$ cat src/logic/php_consts.svh
// Purpose: constants of the parallel host command port
// Assumes: included by its bare name
// Notes:   codes, status bit positions, reset values
// What this block does
// - sixteen bit status word readable by host
// - status read: select high, read high
// - bit 15 shows instruction in progress
// - bit 14 shows word ready to fetch
// - bit 13 shows word wanted from host
// - bit 12 flags wrong identity in setup
// - bit 11 flags corrupt setup data
// - bit 10 flags arithmetic overflow
// - bits 9..1 echo nine instruction bits
// - bit 0 shows setup done, ready
// - decode identity read and results read
// - setup write requests each word after the first by interrupt
// - data write chip select fall clears request
// - extra interrupt after last setup word
// - unmasked setup interrupts on load error
// - corrupt setup never committed
// - masked setup raises no error interrupts
// - masked setup takes all 504 words
// - zero instruction aborts, stays configured
// - rom boot loads default filter
// - results read: interrupt until word read
// - select pins choose four cycle kinds
// - instruction write clears interrupt; status read clears it unless results wait or, in idle, an identity word waits
// - interrupt raised after power-on reset
`ifndef PHP_CONSTS_SVH
`define PHP_CONSTS_SVH
// ----------------------------------------
// instruction codes
// ----------------------------------------
`define PHP_READ_IDENTITY_CMD      16'h8802
`define PHP_READ_RESULTS_CMD       16'h8d21
`define PHP_WRITE_SETUP_CMD        16'h1800
`define PHP_WRITE_SETUP_MASKED_CMD 16'h1a00
`define PHP_ABORT_CMD              16'h0000
`define PHP_ROM_BOOT_CMD           16'h2000
// ----------------------------------------
// status bit positions
// ----------------------------------------
`define PHP_ST_BUSY   15
`define PHP_ST_RDY    14
`define PHP_ST_REQ    13
`define PHP_ST_IDERR  12
`define PHP_ST_CRCERR 11
`define PHP_ST_OVF    10
`define PHP_ST_DONE   0
// ----------------------------------------
// setup length and reset values
// ----------------------------------------
`define PHP_SETUP_BLOCKS 12
`define PHP_WORDS_PER_BLOCK 42
`define PHP_DATA_RST 16'h0000
`endif

$ cat src/logic/php_pkg.sv
// Purpose: types of the parallel host command port
// Assumes: nothing
// Notes:   gray coded main states
package php_pkg;
   typedef enum logic [1:0] {
      PHP_IDLE = 2'b00,
      PHP_CFG  = 2'b01,
      PHP_CONV = 2'b11,
      PHP_BOOT = 2'b10
   } php_state_e;
endpackage : php_pkg

$ cat src/logic/php_port.sv
// Purpose: parallel host port with instruction decode and status
// Assumes: host holds pins steady while chip select is low
// Notes:   pins pass two flops; cycle acts on chip select edges
`timescale 1ns/1ps
`include "php_consts.svh"
module php_port
   import php_pkg::*;
#(
   parameter int          CFG_WORDS = `PHP_SETUP_BLOCKS * `PHP_WORDS_PER_BLOCK,
   parameter int          DEPTH     = 2,
   parameter logic [15:0] ID_WORD   = 16'h5a01  // arbitrary value
) (
   // clock and reset
   input  wire logic        clk_sys,
   input  wire logic        sys_rst,
   // host pins
   input  wire logic        cs_n,
   input  wire logic        register_select,
   input  wire logic        rd_wr,
   input  wire logic [15:0] data_in,
   output logic      [15:0] data_out,
   output logic             data_oe,
   output logic             irq,
   // result stream from the filter
   input  wire logic        res_valid,
   input  wire logic [15:0] res_data,
   output logic             res_ready,
   input  wire logic        res_overflow,
   // setup path to the filter processor
   output logic      [15:0] cfg_data,
   output logic             cfg_wr,
   output logic             cfg_commit,
   output logic             cfg_discard,
   input  wire logic        chk_crc_bad,
   input  wire logic        chk_id_bad,
   output logic             rom_boot,
   input  wire logic        rom_done
);
   // ----------------------------------------
   // elaboration checks
   // ----------------------------------------
   if (CFG_WORDS < 1 || CFG_WORDS > 1023) begin : g_bad_words
      $error("CFG_WORDS out of range");
   end
   if (DEPTH != 2) begin : g_bad_depth
      $error("DEPTH must be 2");
   end
   localparam int AW = $clog2(DEPTH);
   // ----------------------------------------
   // pin synchronisers
   // ----------------------------------------
   logic [18:0] pin_s1_ff;  // first stage, read by second only
   logic [18:0] pin_s2_ff;  // settled pins
   logic        cs_old_ff;  // chip select one cycle back
   always_ff @(posedge clk_sys or posedge sys_rst) begin
      if (sys_rst) begin
         pin_s1_ff <= 19'h40000;
         pin_s2_ff <= 19'h40000;
         cs_old_ff <= 1'b1;
      end else begin
         pin_s1_ff <= {cs_n, register_select, rd_wr, data_in};
         pin_s2_ff <= pin_s1_ff;
         cs_old_ff <= pin_s2_ff[18];
      end
   end
   logic        cs_s, rs_s, rw_s;
   logic [15:0] word_s;
   logic        cs_fall, cs_rise;
   assign cs_s   = pin_s2_ff[18];
   assign rs_s   = pin_s2_ff[17];
   assign rw_s   = pin_s2_ff[16];
   assign word_s = pin_s2_ff[15:0];
   assign cs_fall = cs_old_ff & ~cs_s;
   assign cs_rise = ~cs_old_ff & cs_s;
   // cycle kinds; writes take the word at the end of the cycle
   logic wr_instr, wr_data, rd_stat, rd_data, wr_start;
   assign wr_instr = cs_rise & ~rw_s & rs_s;
   assign wr_data  = cs_rise & ~rw_s & ~rs_s;
   assign wr_start = cs_fall & ~rw_s & ~rs_s;
   assign rd_stat  = cs_fall & rw_s & rs_s;
   assign rd_data  = cs_fall & rw_s & ~rs_s;
   // ----------------------------------------
   // state
   // ----------------------------------------
   php_state_e  st_ff, nxt_st;
   logic [9:0]  wcnt_ff, nxt_wcnt;      // setup words taken
   logic        masked_ff, nxt_masked;  // errors kept off the line
   logic        id_pend_ff, nxt_id_pend;
   logic        req_ff, nxt_req;
   logic        iderr_ff, nxt_iderr;
   logic        crcerr_ff, nxt_crcerr;
   logic        ovf_ff, nxt_ovf;
   logic        done_ff, nxt_done;
   logic        por_ff, nxt_por;        // power-on request pending
   logic [8:0]  echo_ff, nxt_echo;      // mirrored instruction bits
   logic [15:0] dout_ff, nxt_dout;
   logic        oe_ff, nxt_oe;
   logic        irq_ff, nxt_irq;
   logic [15:0] cdat_ff, nxt_cdat;
   logic        cwr_ff, nxt_cwr;
   logic        cmt_ff, nxt_cmt;
   logic        dsc_ff, nxt_dsc;
   logic        boot_ff, nxt_boot;
   // result buffer
   logic [15:0] buf_mem [DEPTH];
   logic [AW:0] cnt_ff, nxt_cnt;
   logic [AW-1:0] wp_ff, rp_ff;
   logic        rdy_ff, nxt_rdy;
   logic        push, pop;
   // ----------------------------------------
   // status word
   // ----------------------------------------
   function automatic logic [8:0] php_echo(input logic [15:0] c);
      php_echo = {c[15], c[13], c[12], c[11], c[6], c[5], c[4], c[1], c[0]};
   endfunction : php_echo
   logic [15:0] status;
   logic        data_rdy;
   assign data_rdy = id_pend_ff | (st_ff == PHP_CONV && cnt_ff != '0);
   always_comb begin
      status = 16'h0000;
      status[`PHP_ST_BUSY]   = (st_ff != PHP_IDLE) | id_pend_ff;
      status[`PHP_ST_RDY]    = data_rdy;
      status[`PHP_ST_REQ]    = req_ff;
      status[`PHP_ST_IDERR]  = iderr_ff;
      status[`PHP_ST_CRCERR] = crcerr_ff;
      status[`PHP_ST_OVF]    = ovf_ff;
      status[9:1]            = echo_ff;
      status[`PHP_ST_DONE]   = done_ff;
   end
   // ----------------------------------------
   // buffer moves
   // ----------------------------------------
   assign push = res_valid & rdy_ff;
   assign pop  = rd_data & ~id_pend_ff & (st_ff == PHP_CONV) & (cnt_ff != '0);
   always_comb begin
      nxt_cnt = cnt_ff;
      if (st_ff != PHP_CONV) begin
         nxt_cnt = '0;  // abort flushes stale results
      end else if (push & ~pop) begin
         nxt_cnt = cnt_ff + 1'b1;
      end else if (pop & ~push) begin
         nxt_cnt = cnt_ff - 1'b1;
      end
      // registered ready: only in conversion, so no result is swallowed while idle
      nxt_rdy = (nxt_st == PHP_CONV) & ((nxt_cnt < (AW+1)'(DEPTH - 1)) | ((nxt_cnt == (AW+1)'(DEPTH - 1)) & ~push));
   end
   always_ff @(posedge clk_sys or posedge sys_rst) begin
      if (sys_rst) begin
         cnt_ff <= '0;
         wp_ff  <= '0;
         rp_ff  <= '0;
         rdy_ff <= 1'b0;
      end else begin
         cnt_ff <= nxt_cnt;
         rdy_ff <= nxt_rdy;
         wp_ff  <= (st_ff != PHP_CONV) ? '0 : wp_ff + AW'(push);
         rp_ff  <= (st_ff != PHP_CONV) ? '0 : rp_ff + AW'(pop);
      end
   end
   always_ff @(posedge clk_sys) begin
      if (push) begin
         buf_mem[wp_ff] <= res_data;
      end
   end
   // ----------------------------------------
   // decode, sequencing and interrupt
   // ----------------------------------------
   logic last_word, load_err, irq_set, irq_clr;
   assign last_word = wcnt_ff == 10'(CFG_WORDS - 1);
   assign load_err  = chk_crc_bad | chk_id_bad;
   always_comb begin
      nxt_st = st_ff;
      nxt_wcnt = wcnt_ff;
      nxt_masked = masked_ff;
      nxt_id_pend = id_pend_ff;
      nxt_req = req_ff;
      nxt_iderr = iderr_ff | (st_ff == PHP_CFG & chk_id_bad);
      nxt_crcerr = crcerr_ff | (st_ff == PHP_CFG & chk_crc_bad);
      nxt_ovf = ovf_ff | (st_ff == PHP_CONV & res_overflow);
      nxt_done = done_ff;
      nxt_por = 1'b0;
      nxt_echo = echo_ff;
      nxt_cwr = 1'b0;
      nxt_cmt = 1'b0;
      nxt_dsc = 1'b0;
      nxt_boot = 1'b0;
      nxt_cdat = cdat_ff;
      irq_set = por_ff;
      irq_clr = wr_instr | rd_stat | wr_start;
      // host read: drive chosen word until the cycle ends
      nxt_oe = oe_ff;
      nxt_dout = dout_ff;
      if (rd_stat) begin
         nxt_dout = status;
         nxt_oe = 1'b1;
      end else if (rd_data) begin
         nxt_dout = id_pend_ff ? ID_WORD : (pop ? buf_mem[rp_ff] : `PHP_DATA_RST);
         nxt_oe = 1'b1;
         nxt_id_pend = 1'b0;
      end else if (cs_rise) begin
         nxt_oe = 1'b0;
      end
      case (st_ff)
         PHP_CFG: begin
            if (load_err & ~masked_ff) begin
               nxt_st = PHP_IDLE;
               nxt_req = 1'b0;
               nxt_dsc = 1'b1;
               irq_set = 1'b1;
            end else if (wr_data & req_ff) begin
               nxt_cdat = word_s;
               nxt_cwr = 1'b1;
               nxt_wcnt = wcnt_ff + 10'h001;
               irq_set = 1'b1;
               if (last_word) begin
                  nxt_st = PHP_IDLE;
                  nxt_req = 1'b0;
                  if (crcerr_ff | iderr_ff | load_err) begin
                     nxt_dsc = 1'b1;
                  end else begin
                     nxt_cmt = 1'b1;
                     nxt_done = 1'b1;
                  end
               end
            end
         end
         PHP_BOOT: begin
            if (rom_done) begin
               nxt_st = PHP_IDLE;
               nxt_done = 1'b1;
               irq_set = 1'b1;
            end
         end
         PHP_CONV: begin
            irq_clr = irq_clr | rd_data;  // a data read drops the line
            irq_set = (cnt_ff != '0) & ~pop;
         end
         PHP_IDLE: begin
            irq_set = irq_set | (id_pend_ff & ~rd_data);
         end
         default: begin
            nxt_st = PHP_IDLE;
         end
      endcase
      if (wr_instr) begin
         nxt_echo = php_echo(word_s);
         nxt_id_pend = 1'b0;
         case (word_s)
            `PHP_READ_IDENTITY_CMD: begin
               nxt_id_pend = 1'b1;
            end
            `PHP_READ_RESULTS_CMD: begin
               nxt_st = PHP_CONV;
               nxt_ovf = 1'b0;
            end
            `PHP_WRITE_SETUP_CMD, `PHP_WRITE_SETUP_MASKED_CMD: begin
               nxt_st = PHP_CFG;
               nxt_masked = word_s == `PHP_WRITE_SETUP_MASKED_CMD;
               nxt_wcnt = 10'h000;
               nxt_req = 1'b1;
               nxt_iderr = 1'b0;
               nxt_crcerr = 1'b0;
               nxt_done = 1'b0;
            end
            `PHP_ROM_BOOT_CMD: begin
               nxt_st = PHP_BOOT;
               nxt_boot = 1'b1;
               nxt_iderr = 1'b0;
               nxt_crcerr = 1'b0;
               nxt_done = 1'b0;
            end
            `PHP_ABORT_CMD: begin
               nxt_st = PHP_IDLE;
               nxt_req = 1'b0;
            end
            default: begin
               nxt_st = st_ff;
            end
         endcase
         irq_set = 1'b0;
      end
      // a set in the same cycle as a clear wins
      nxt_irq = irq_set | (irq_ff & ~irq_clr);
   end
   always_ff @(posedge clk_sys or posedge sys_rst) begin
      if (sys_rst) begin
         st_ff <= PHP_IDLE;
         wcnt_ff <= 10'h000;
         masked_ff <= 1'b0;
         id_pend_ff <= 1'b0;
         req_ff <= 1'b0;
         iderr_ff <= 1'b0;
         crcerr_ff <= 1'b0;
         ovf_ff <= 1'b0;
         done_ff <= 1'b0;
         por_ff <= 1'b1;
         echo_ff <= 9'h000;
         dout_ff <= `PHP_DATA_RST;
         oe_ff <= 1'b0;
         irq_ff <= 1'b0;
         cdat_ff <= `PHP_DATA_RST;
         cwr_ff <= 1'b0;
         cmt_ff <= 1'b0;
         dsc_ff <= 1'b0;
         boot_ff <= 1'b0;
      end else begin
         st_ff <= nxt_st;
         wcnt_ff <= nxt_wcnt;
         masked_ff <= nxt_masked;
         id_pend_ff <= nxt_id_pend;
         req_ff <= nxt_req;
         iderr_ff <= nxt_iderr;
         crcerr_ff <= nxt_crcerr;
         ovf_ff <= nxt_ovf;
         done_ff <= nxt_done;
         por_ff <= nxt_por;
         echo_ff <= nxt_echo;
         dout_ff <= nxt_dout;
         oe_ff <= nxt_oe;
         irq_ff <= nxt_irq;
         cdat_ff <= nxt_cdat;
         cwr_ff <= nxt_cwr;
         cmt_ff <= nxt_cmt;
         dsc_ff <= nxt_dsc;
         boot_ff <= nxt_boot;
      end
   end
   assign data_out = dout_ff;
   assign data_oe = oe_ff;
   assign irq = irq_ff;
   assign res_ready = rdy_ff;
   assign cfg_data = cdat_ff;
   assign cfg_wr = cwr_ff;
   assign cfg_commit = cmt_ff;
   assign cfg_discard = dsc_ff;
   assign rom_boot = boot_ff;
endmodule : php_port

$ cat config.mk
export PLATFORM = sky130hd
export DESIGN_NAME = php_port
export DESIGN_NICKNAME = d
export VERILOG_FILES = /design/src/logic/php_pkg.sv /design/src/logic/php_port.sv
export VERILOG_INCLUDE_DIRS = /design/src /design/src/logic
export SDC_FILE = /design/constraint.sdc
export NUM_CORES = 1
export LEC_CHECK = 0
export BUFFER_PORTS_ARGS = -buffer_cell sky130_fd_sc_hd__buf_2
export CORE_MARGIN = 2
export CORE_UTILIZATION = 50
export DETAILED_ROUTE_END_ITERATION = 10
export PLACE_DENSITY = 0.68
export REMOVE_ABC_BUFFERS = 1
export SYNTH_ARGS = -nofsm -noshare
export SYNTH_HDL_FRONTEND = slang
export SYNTH_SLANG_ARGS = --single-unit
$ cat constraint.sdc
create_clock -name clk_sys -period 4.4 [get_ports clk_sys]
set_input_delay 0.22 -clock clk_sys [delete_from_list [all_inputs] [get_ports clk_sys]]
set_output_delay 0.22 -clock clk_sys [all_outputs]
set_load 0.02 [all_outputs]
==> results.md <==
- The flow ran to the end, and the final reports show no timing, DRC or antenna violations.
- The maximum clock frequency is 330 MHz.
- The first global-routing pass estimated 18,100 microns of wire.
- The overall die area is 11,900 sq um.
- The global route total overflow is 0.
- The fraction of post-synthesis cell area in the top cell type by area is 48.4%.
- The share of synthesized cell area in and, or, nand and nor gates is 10.9%.
- The count of unresolved DRC violations after routing is 0.
- In this run, flip-flops and latches consume 47.0% of the power.
- The master of the slowest instance on the critical path is sky130_fd_sc_hd__dfrtp_1.
- The via count of the first global-routing pass is 3,665.
- The buffers inserted during post-CTS setup optimization is 0.
- The signal on the critical path passes through and4bb_2, nand4_1, nor3_2, mux2_2.
- The routed via count is 3,656.
- The number of hold violations in the final report came to 0.
- The number of warnings reported in the yosys synthesis log is 0.
- Power spread over the standard cell area amounts to 461 nW/um^2.
- The internal portion of the total power is 2.42 mW.
- The arrival time at the worst endpoint is 3.46 ns.
- The TritonCTS clock tree is built.
- The starting DRC count in detailed routing is 264.
- The number of CTS-inserted buffers is 17.
- The dominant cell type by area after synthesis is sky130_fd_sc_hd__dfrtp_1.
- The worst-case IR drop observed on VDD is 363 uV.
- For this run, the slowest stage of the critical path takes 0.82 ns.
- Setup repair after global routing left no endpoint under its margin.
- The number of antenna violations at the first check in global routing is 0.
- The class of the most critical hold timing path is primary input to flop.
- The wire-length estimate of the detail-placed layout is 7190 microns.
- In the final routed layout, each cell accounts on average for 16.4 microns.
- The primary flip-flop cell chosen by synthesis mapping is sky130_fd_sc_hd__dfrtp_1.
- The total of endpoints with negative setup slack in the final report is 0.
- The clock group share of total power is 43.0%.
- The first-pass detailed-route iteration total is 4.
- The worst pin sits at a relative slew slack of 26.0%.
- After detailed routing, the met3 layer carries 556 microns of wire.
- In this run the clock root is driven by a sky130_fd_sc_hd__clkbuf_8.
- The clock passes through at most 2 buffers.
- The reg-to-reg critical path startpoint is pin_s2_ff[17]$_DFF_PP0_.
- The number of enable flip-flop cells after synthesis is 32.
- The critical path is of the flop to flop type.
- The kind of cell with the highest combined delay along the critical path is simple AND/OR/NAND/NOR gates.
- The critical path contains buffers and inverters numbering 0 combined.
- The worst setup path is captured at a flop.
- The placement row count is 38.
- By area the synthesized netlist is led by sky130_fd_sc_hd__dfrtp_1, sky130_fd_sc_hd__edfxtp_1, sky130_fd_sc_hd__mux2_2.
- The count of boundary I/O pins is 81.
- CTS built an H-tree with a depth of 4.
- The count of placed standard cells including taps is 618.
- The max-slew violation total from the final report is 0.
- Dividing the final minimum period by the clock period gives 69.0%.
- The source-to-sink clock delay at the later pin of the worst-skew pair is 0.54 ns.
- The total negative setup slack is 0 ns.
- The clock net in this run drives a total of 143 sinks.
- The die boundary width is 109 microns.
- The highest metal layer used by the detailed router is met4.
- Counting I/O delays and the setup requirement, the final critical path takes 3.03 ns.
- Of the total synthesized cell area, the portion taken by XOR and XNOR cells is 1.42%.
- The floorplan step set the die height to 109 microns.
- The async set-reset flop share out of synthesis is 77.6%.
- The maximum fanout encountered on the critical timing path is 25.
- The overall fraction of global-route tracks in use is 20.6%.
- The met2 wire length is 5590 microns.
- The most critical setup path has its startpoint at pin_s2_ff[17]$_DFF_PP0_.
- The final-layout fill cell count is 816.
- At the pin with the least slew margin, the transition time is 1.11 ns.
- In the final design database the tool counted 587 nets.
- The initial core utilization is 51.1%.
- The combined area of all synthesized cells is 5540 sq um.
- Cells fill 64.9% of the core in the end.
- The tool flagged a number of max-cap violations equal to 0.
- By count the netlist is led by sky130_fd_sc_hd__dfrtp_1, sky130_fd_sc_hd__nand2_1, sky130_fd_sc_hd__edfxtp_1, sky130_fd_sc_hd__mux2_2, sky130_fd_sc_hd__nor2_1.
- Clock skew on the completed layout was measured at 0.0102 ns.
- The fraction of power consumed by combinational cells is 10.0%.
- In this run the most critical hold path is launched from rom_done.
- For the worst setup path, the data required time is 4.82 ns.
- The sequential share of the synthesized area is 67.6%.
- By area, the combinational part of the netlist is dominated by simple AND/OR/NAND/NOR gates.
- The worst setup path is launched from a flop.
- After detailed routing, the number of vias per cell comes to 5.31.
- The final antenna diode count is 0.
- Entering global routing, the biggest net connects 72 pins.
- The post-CTS clock slew at the launch and capture registers of the worst setup and hold paths is 0.06 ns.
- Summing the areas of all fa, ha and maj instances in the mapped netlist gives 2.03% of the synthesized area.
- The portion of synthesized area spent on multiplexers is 8.45%.
- The most common cell in the netlist is sky130_fd_sc_hd__dfrtp_1.
- The average instance in the mapped netlist occupies 13.4 sq um.
- For this design the total switching power over the nets is 826 uW.
- The global placement routability congestion is 0.789.
- The fraction of layout instances using a drive strength above 1 is 28.1%.
- Summed over all cells, the static leakage comes to 3.15 nW.
- The count of state elements after synthesis is 143.
- The count of nets left with antenna violations once routing finished came out at 0.
- The total routed wirelength is 11,300 microns.
- The final instance count without filler cells is 689.
- Summing the areas of all compound-gate instances in the mapped netlist gives 7.37% of the synthesized area.
- The count of unique library cells instantiated by Yosys is 52.
- The area added between synthesis and finish is 27.1%.
- In the final routing, the length of wire on met1 measures 5000 microns.
- Synthesis handed over a netlist of 412 instances.
- The core area is 10,800 sq um.
- Of the total power, the share spent switching nets is 25.5%.
- The count of input and output buffers is 80.
==> flip-flops by register name (all words and copies together), names as in the netlist, 2 cells and up <==
| name | count |
|---|---|
| st_ff | 2 |
| echo_ff | 9 |
| cnt_ff | 2 |
| buf_mem | 32 |
| pin_s1_ff | 19 |
| cfg_data | 16 |
| pin_s2_ff | 19 |
| wcnt_ff | 10 |
| data_out | 16 |
==> per-stage QoR <==
step           setup slack (ns)  hold slack, ns  total power [mW]  cell area [sq um]
3_5_place_dp               1.36           0.329              1.85               6060
5_1_grt                    1.16           0.125              3.39               7040
3_3_place_gp               1.51           0.328              1.84               6060
4_1_cts                    1.37          0.0814              3.28               7040
2_1_floorplan              1.26           0.224              1.73               5470
6_report                   1.37          0.0999              3.25               7040
==> placed cells by master, fill, tap and decap left out, types with 3 or more instances in the layout <==
| cell | instances |
|---|---|
| sky130_fd_sc_hd__nand4_1 | 8 |
| sky130_fd_sc_hd__nor2b_1 | 6 |
| sky130_fd_sc_hd__nor4_1 | 3 |
| sky130_fd_sc_hd__dfrtp_1 | 107 |
| sky130_fd_sc_hd__buf_2 | 80 |
| sky130_fd_sc_hd__dlygate4sd3_1 | 39 |
| sky130_fd_sc_hd__o221ai_1 | 11 |
| sky130_fd_sc_hd__or3_1 | 5 |
| sky130_fd_sc_hd__xnor2_1 | 4 |
| sky130_fd_sc_hd__dfstp_2 | 4 |
| sky130_fd_sc_hd__nor3_1 | 6 |
| sky130_fd_sc_hd__ha_1 | 9 |
| sky130_fd_sc_hd__nand2_1 | 42 |
| sky130_fd_sc_hd__nand3_1 | 4 |
| sky130_fd_sc_hd__inv_6 | 4 |
| sky130_fd_sc_hd__and2_1 | 4 |
| sky130_fd_sc_hd__edfxtp_1 | 32 |
| sky130_fd_sc_hd__clkbuf_8 | 3 |
| sky130_fd_sc_hd__a21oi_1 | 18 |
| sky130_fd_sc_hd__clkbuf_16 | 17 |
| sky130_fd_sc_hd__o21ai_0 | 11 |
| sky130_fd_sc_hd__a211oi_1 | 5 |
| sky130_fd_sc_hd__mux2_2 | 30 |
| sky130_fd_sc_hd__mux2i_1 | 13 |
| sky130_fd_sc_hd__inv_1 | 12 |
| sky130_fd_sc_hd__nor2_1 | 23 |
| sky130_fd_sc_hd__xor2_1 | 5 |
==> layer usage <==
layer / vias to the layer above / GRT usage (%)
met3: 10 / 6.34
met5: - / 0
met2: 101 / 32.3
met4: 0 / 9.22
li1: 1733 / -
met1: 1812 / 26.6
==> power by group through the flow <==
stage          logic, mW  clock network, mW  registers (mW)
6_report           0.325               1.40            1.53
4_1_cts            0.327               1.42            1.53
3_5_place_dp       0.299                  0            1.55
3_3_place_gp       0.296                  0            1.55
5_1_grt            0.368               1.49            1.54
2_1_floorplan      0.159                  0            1.57
==> tightest hold or removal path: cells and delay by family <==
| kind | cells | cell delay (ns) |
|---|---|---|
| and+or+nand+nor | 2 | 0.13 |
| AOI/OAI and AO/OA | 2 | 0.13 |
| buffers and inverters | 1 | 0.11 |
==> area by class of cell <==
cell class | count | area (sq um) | area share, %
multi-input combinational | 240 | 1680 | 23.8
tap | 140 | 175 | 2.49
inverter | 13 | 51.3 | 0.729
sequential | 143 | 3740 | 53.2
clock buffer | 20 | 467 | 6.63
timing repair buffer | 121 | 806 | 11.4
clock inverter | 12 | 120 | 1.71
==> path summary, 6_finish.rpt <==
check | end | slack, ns | cells past startpoint
max | masked_ff$_DFFE_PP0P_ | 1.37 | 4
min | done_ff$_DFF_PP0_ | 0.1 | 5
max reg2reg | masked_ff$_DFFE_PP0P_ | 1.37 | 4
min reg2reg | pin_s2_ff[14]$_DFF_PP0_ | 0.35 | 0
max in group asynchronous | pin_s2_ff[18]$_DFF_PP1_ | 2.95 | 4
min in group asynchronous | pin_s1_ff[14]$_DFF_PP0_ | 0.40 | 3
==> kinds of logic after synthesis <==
group,count (synthesis)
AOI/OAI and AO/OA,60
xor gates and xnor gates,9
adders and majority gates,9
buffers and inverters,29
DFF,143
muxes,43
other,1
and+or+nand+nor,118
==> what timing repair did <==
item / 4_1_cts / 5_1_grt
resized for setup: 0 / 0
hold buffers: 39 / 0
endpoints found under the hold margin: 124 / 0
(Power assumes the default switching activity.)
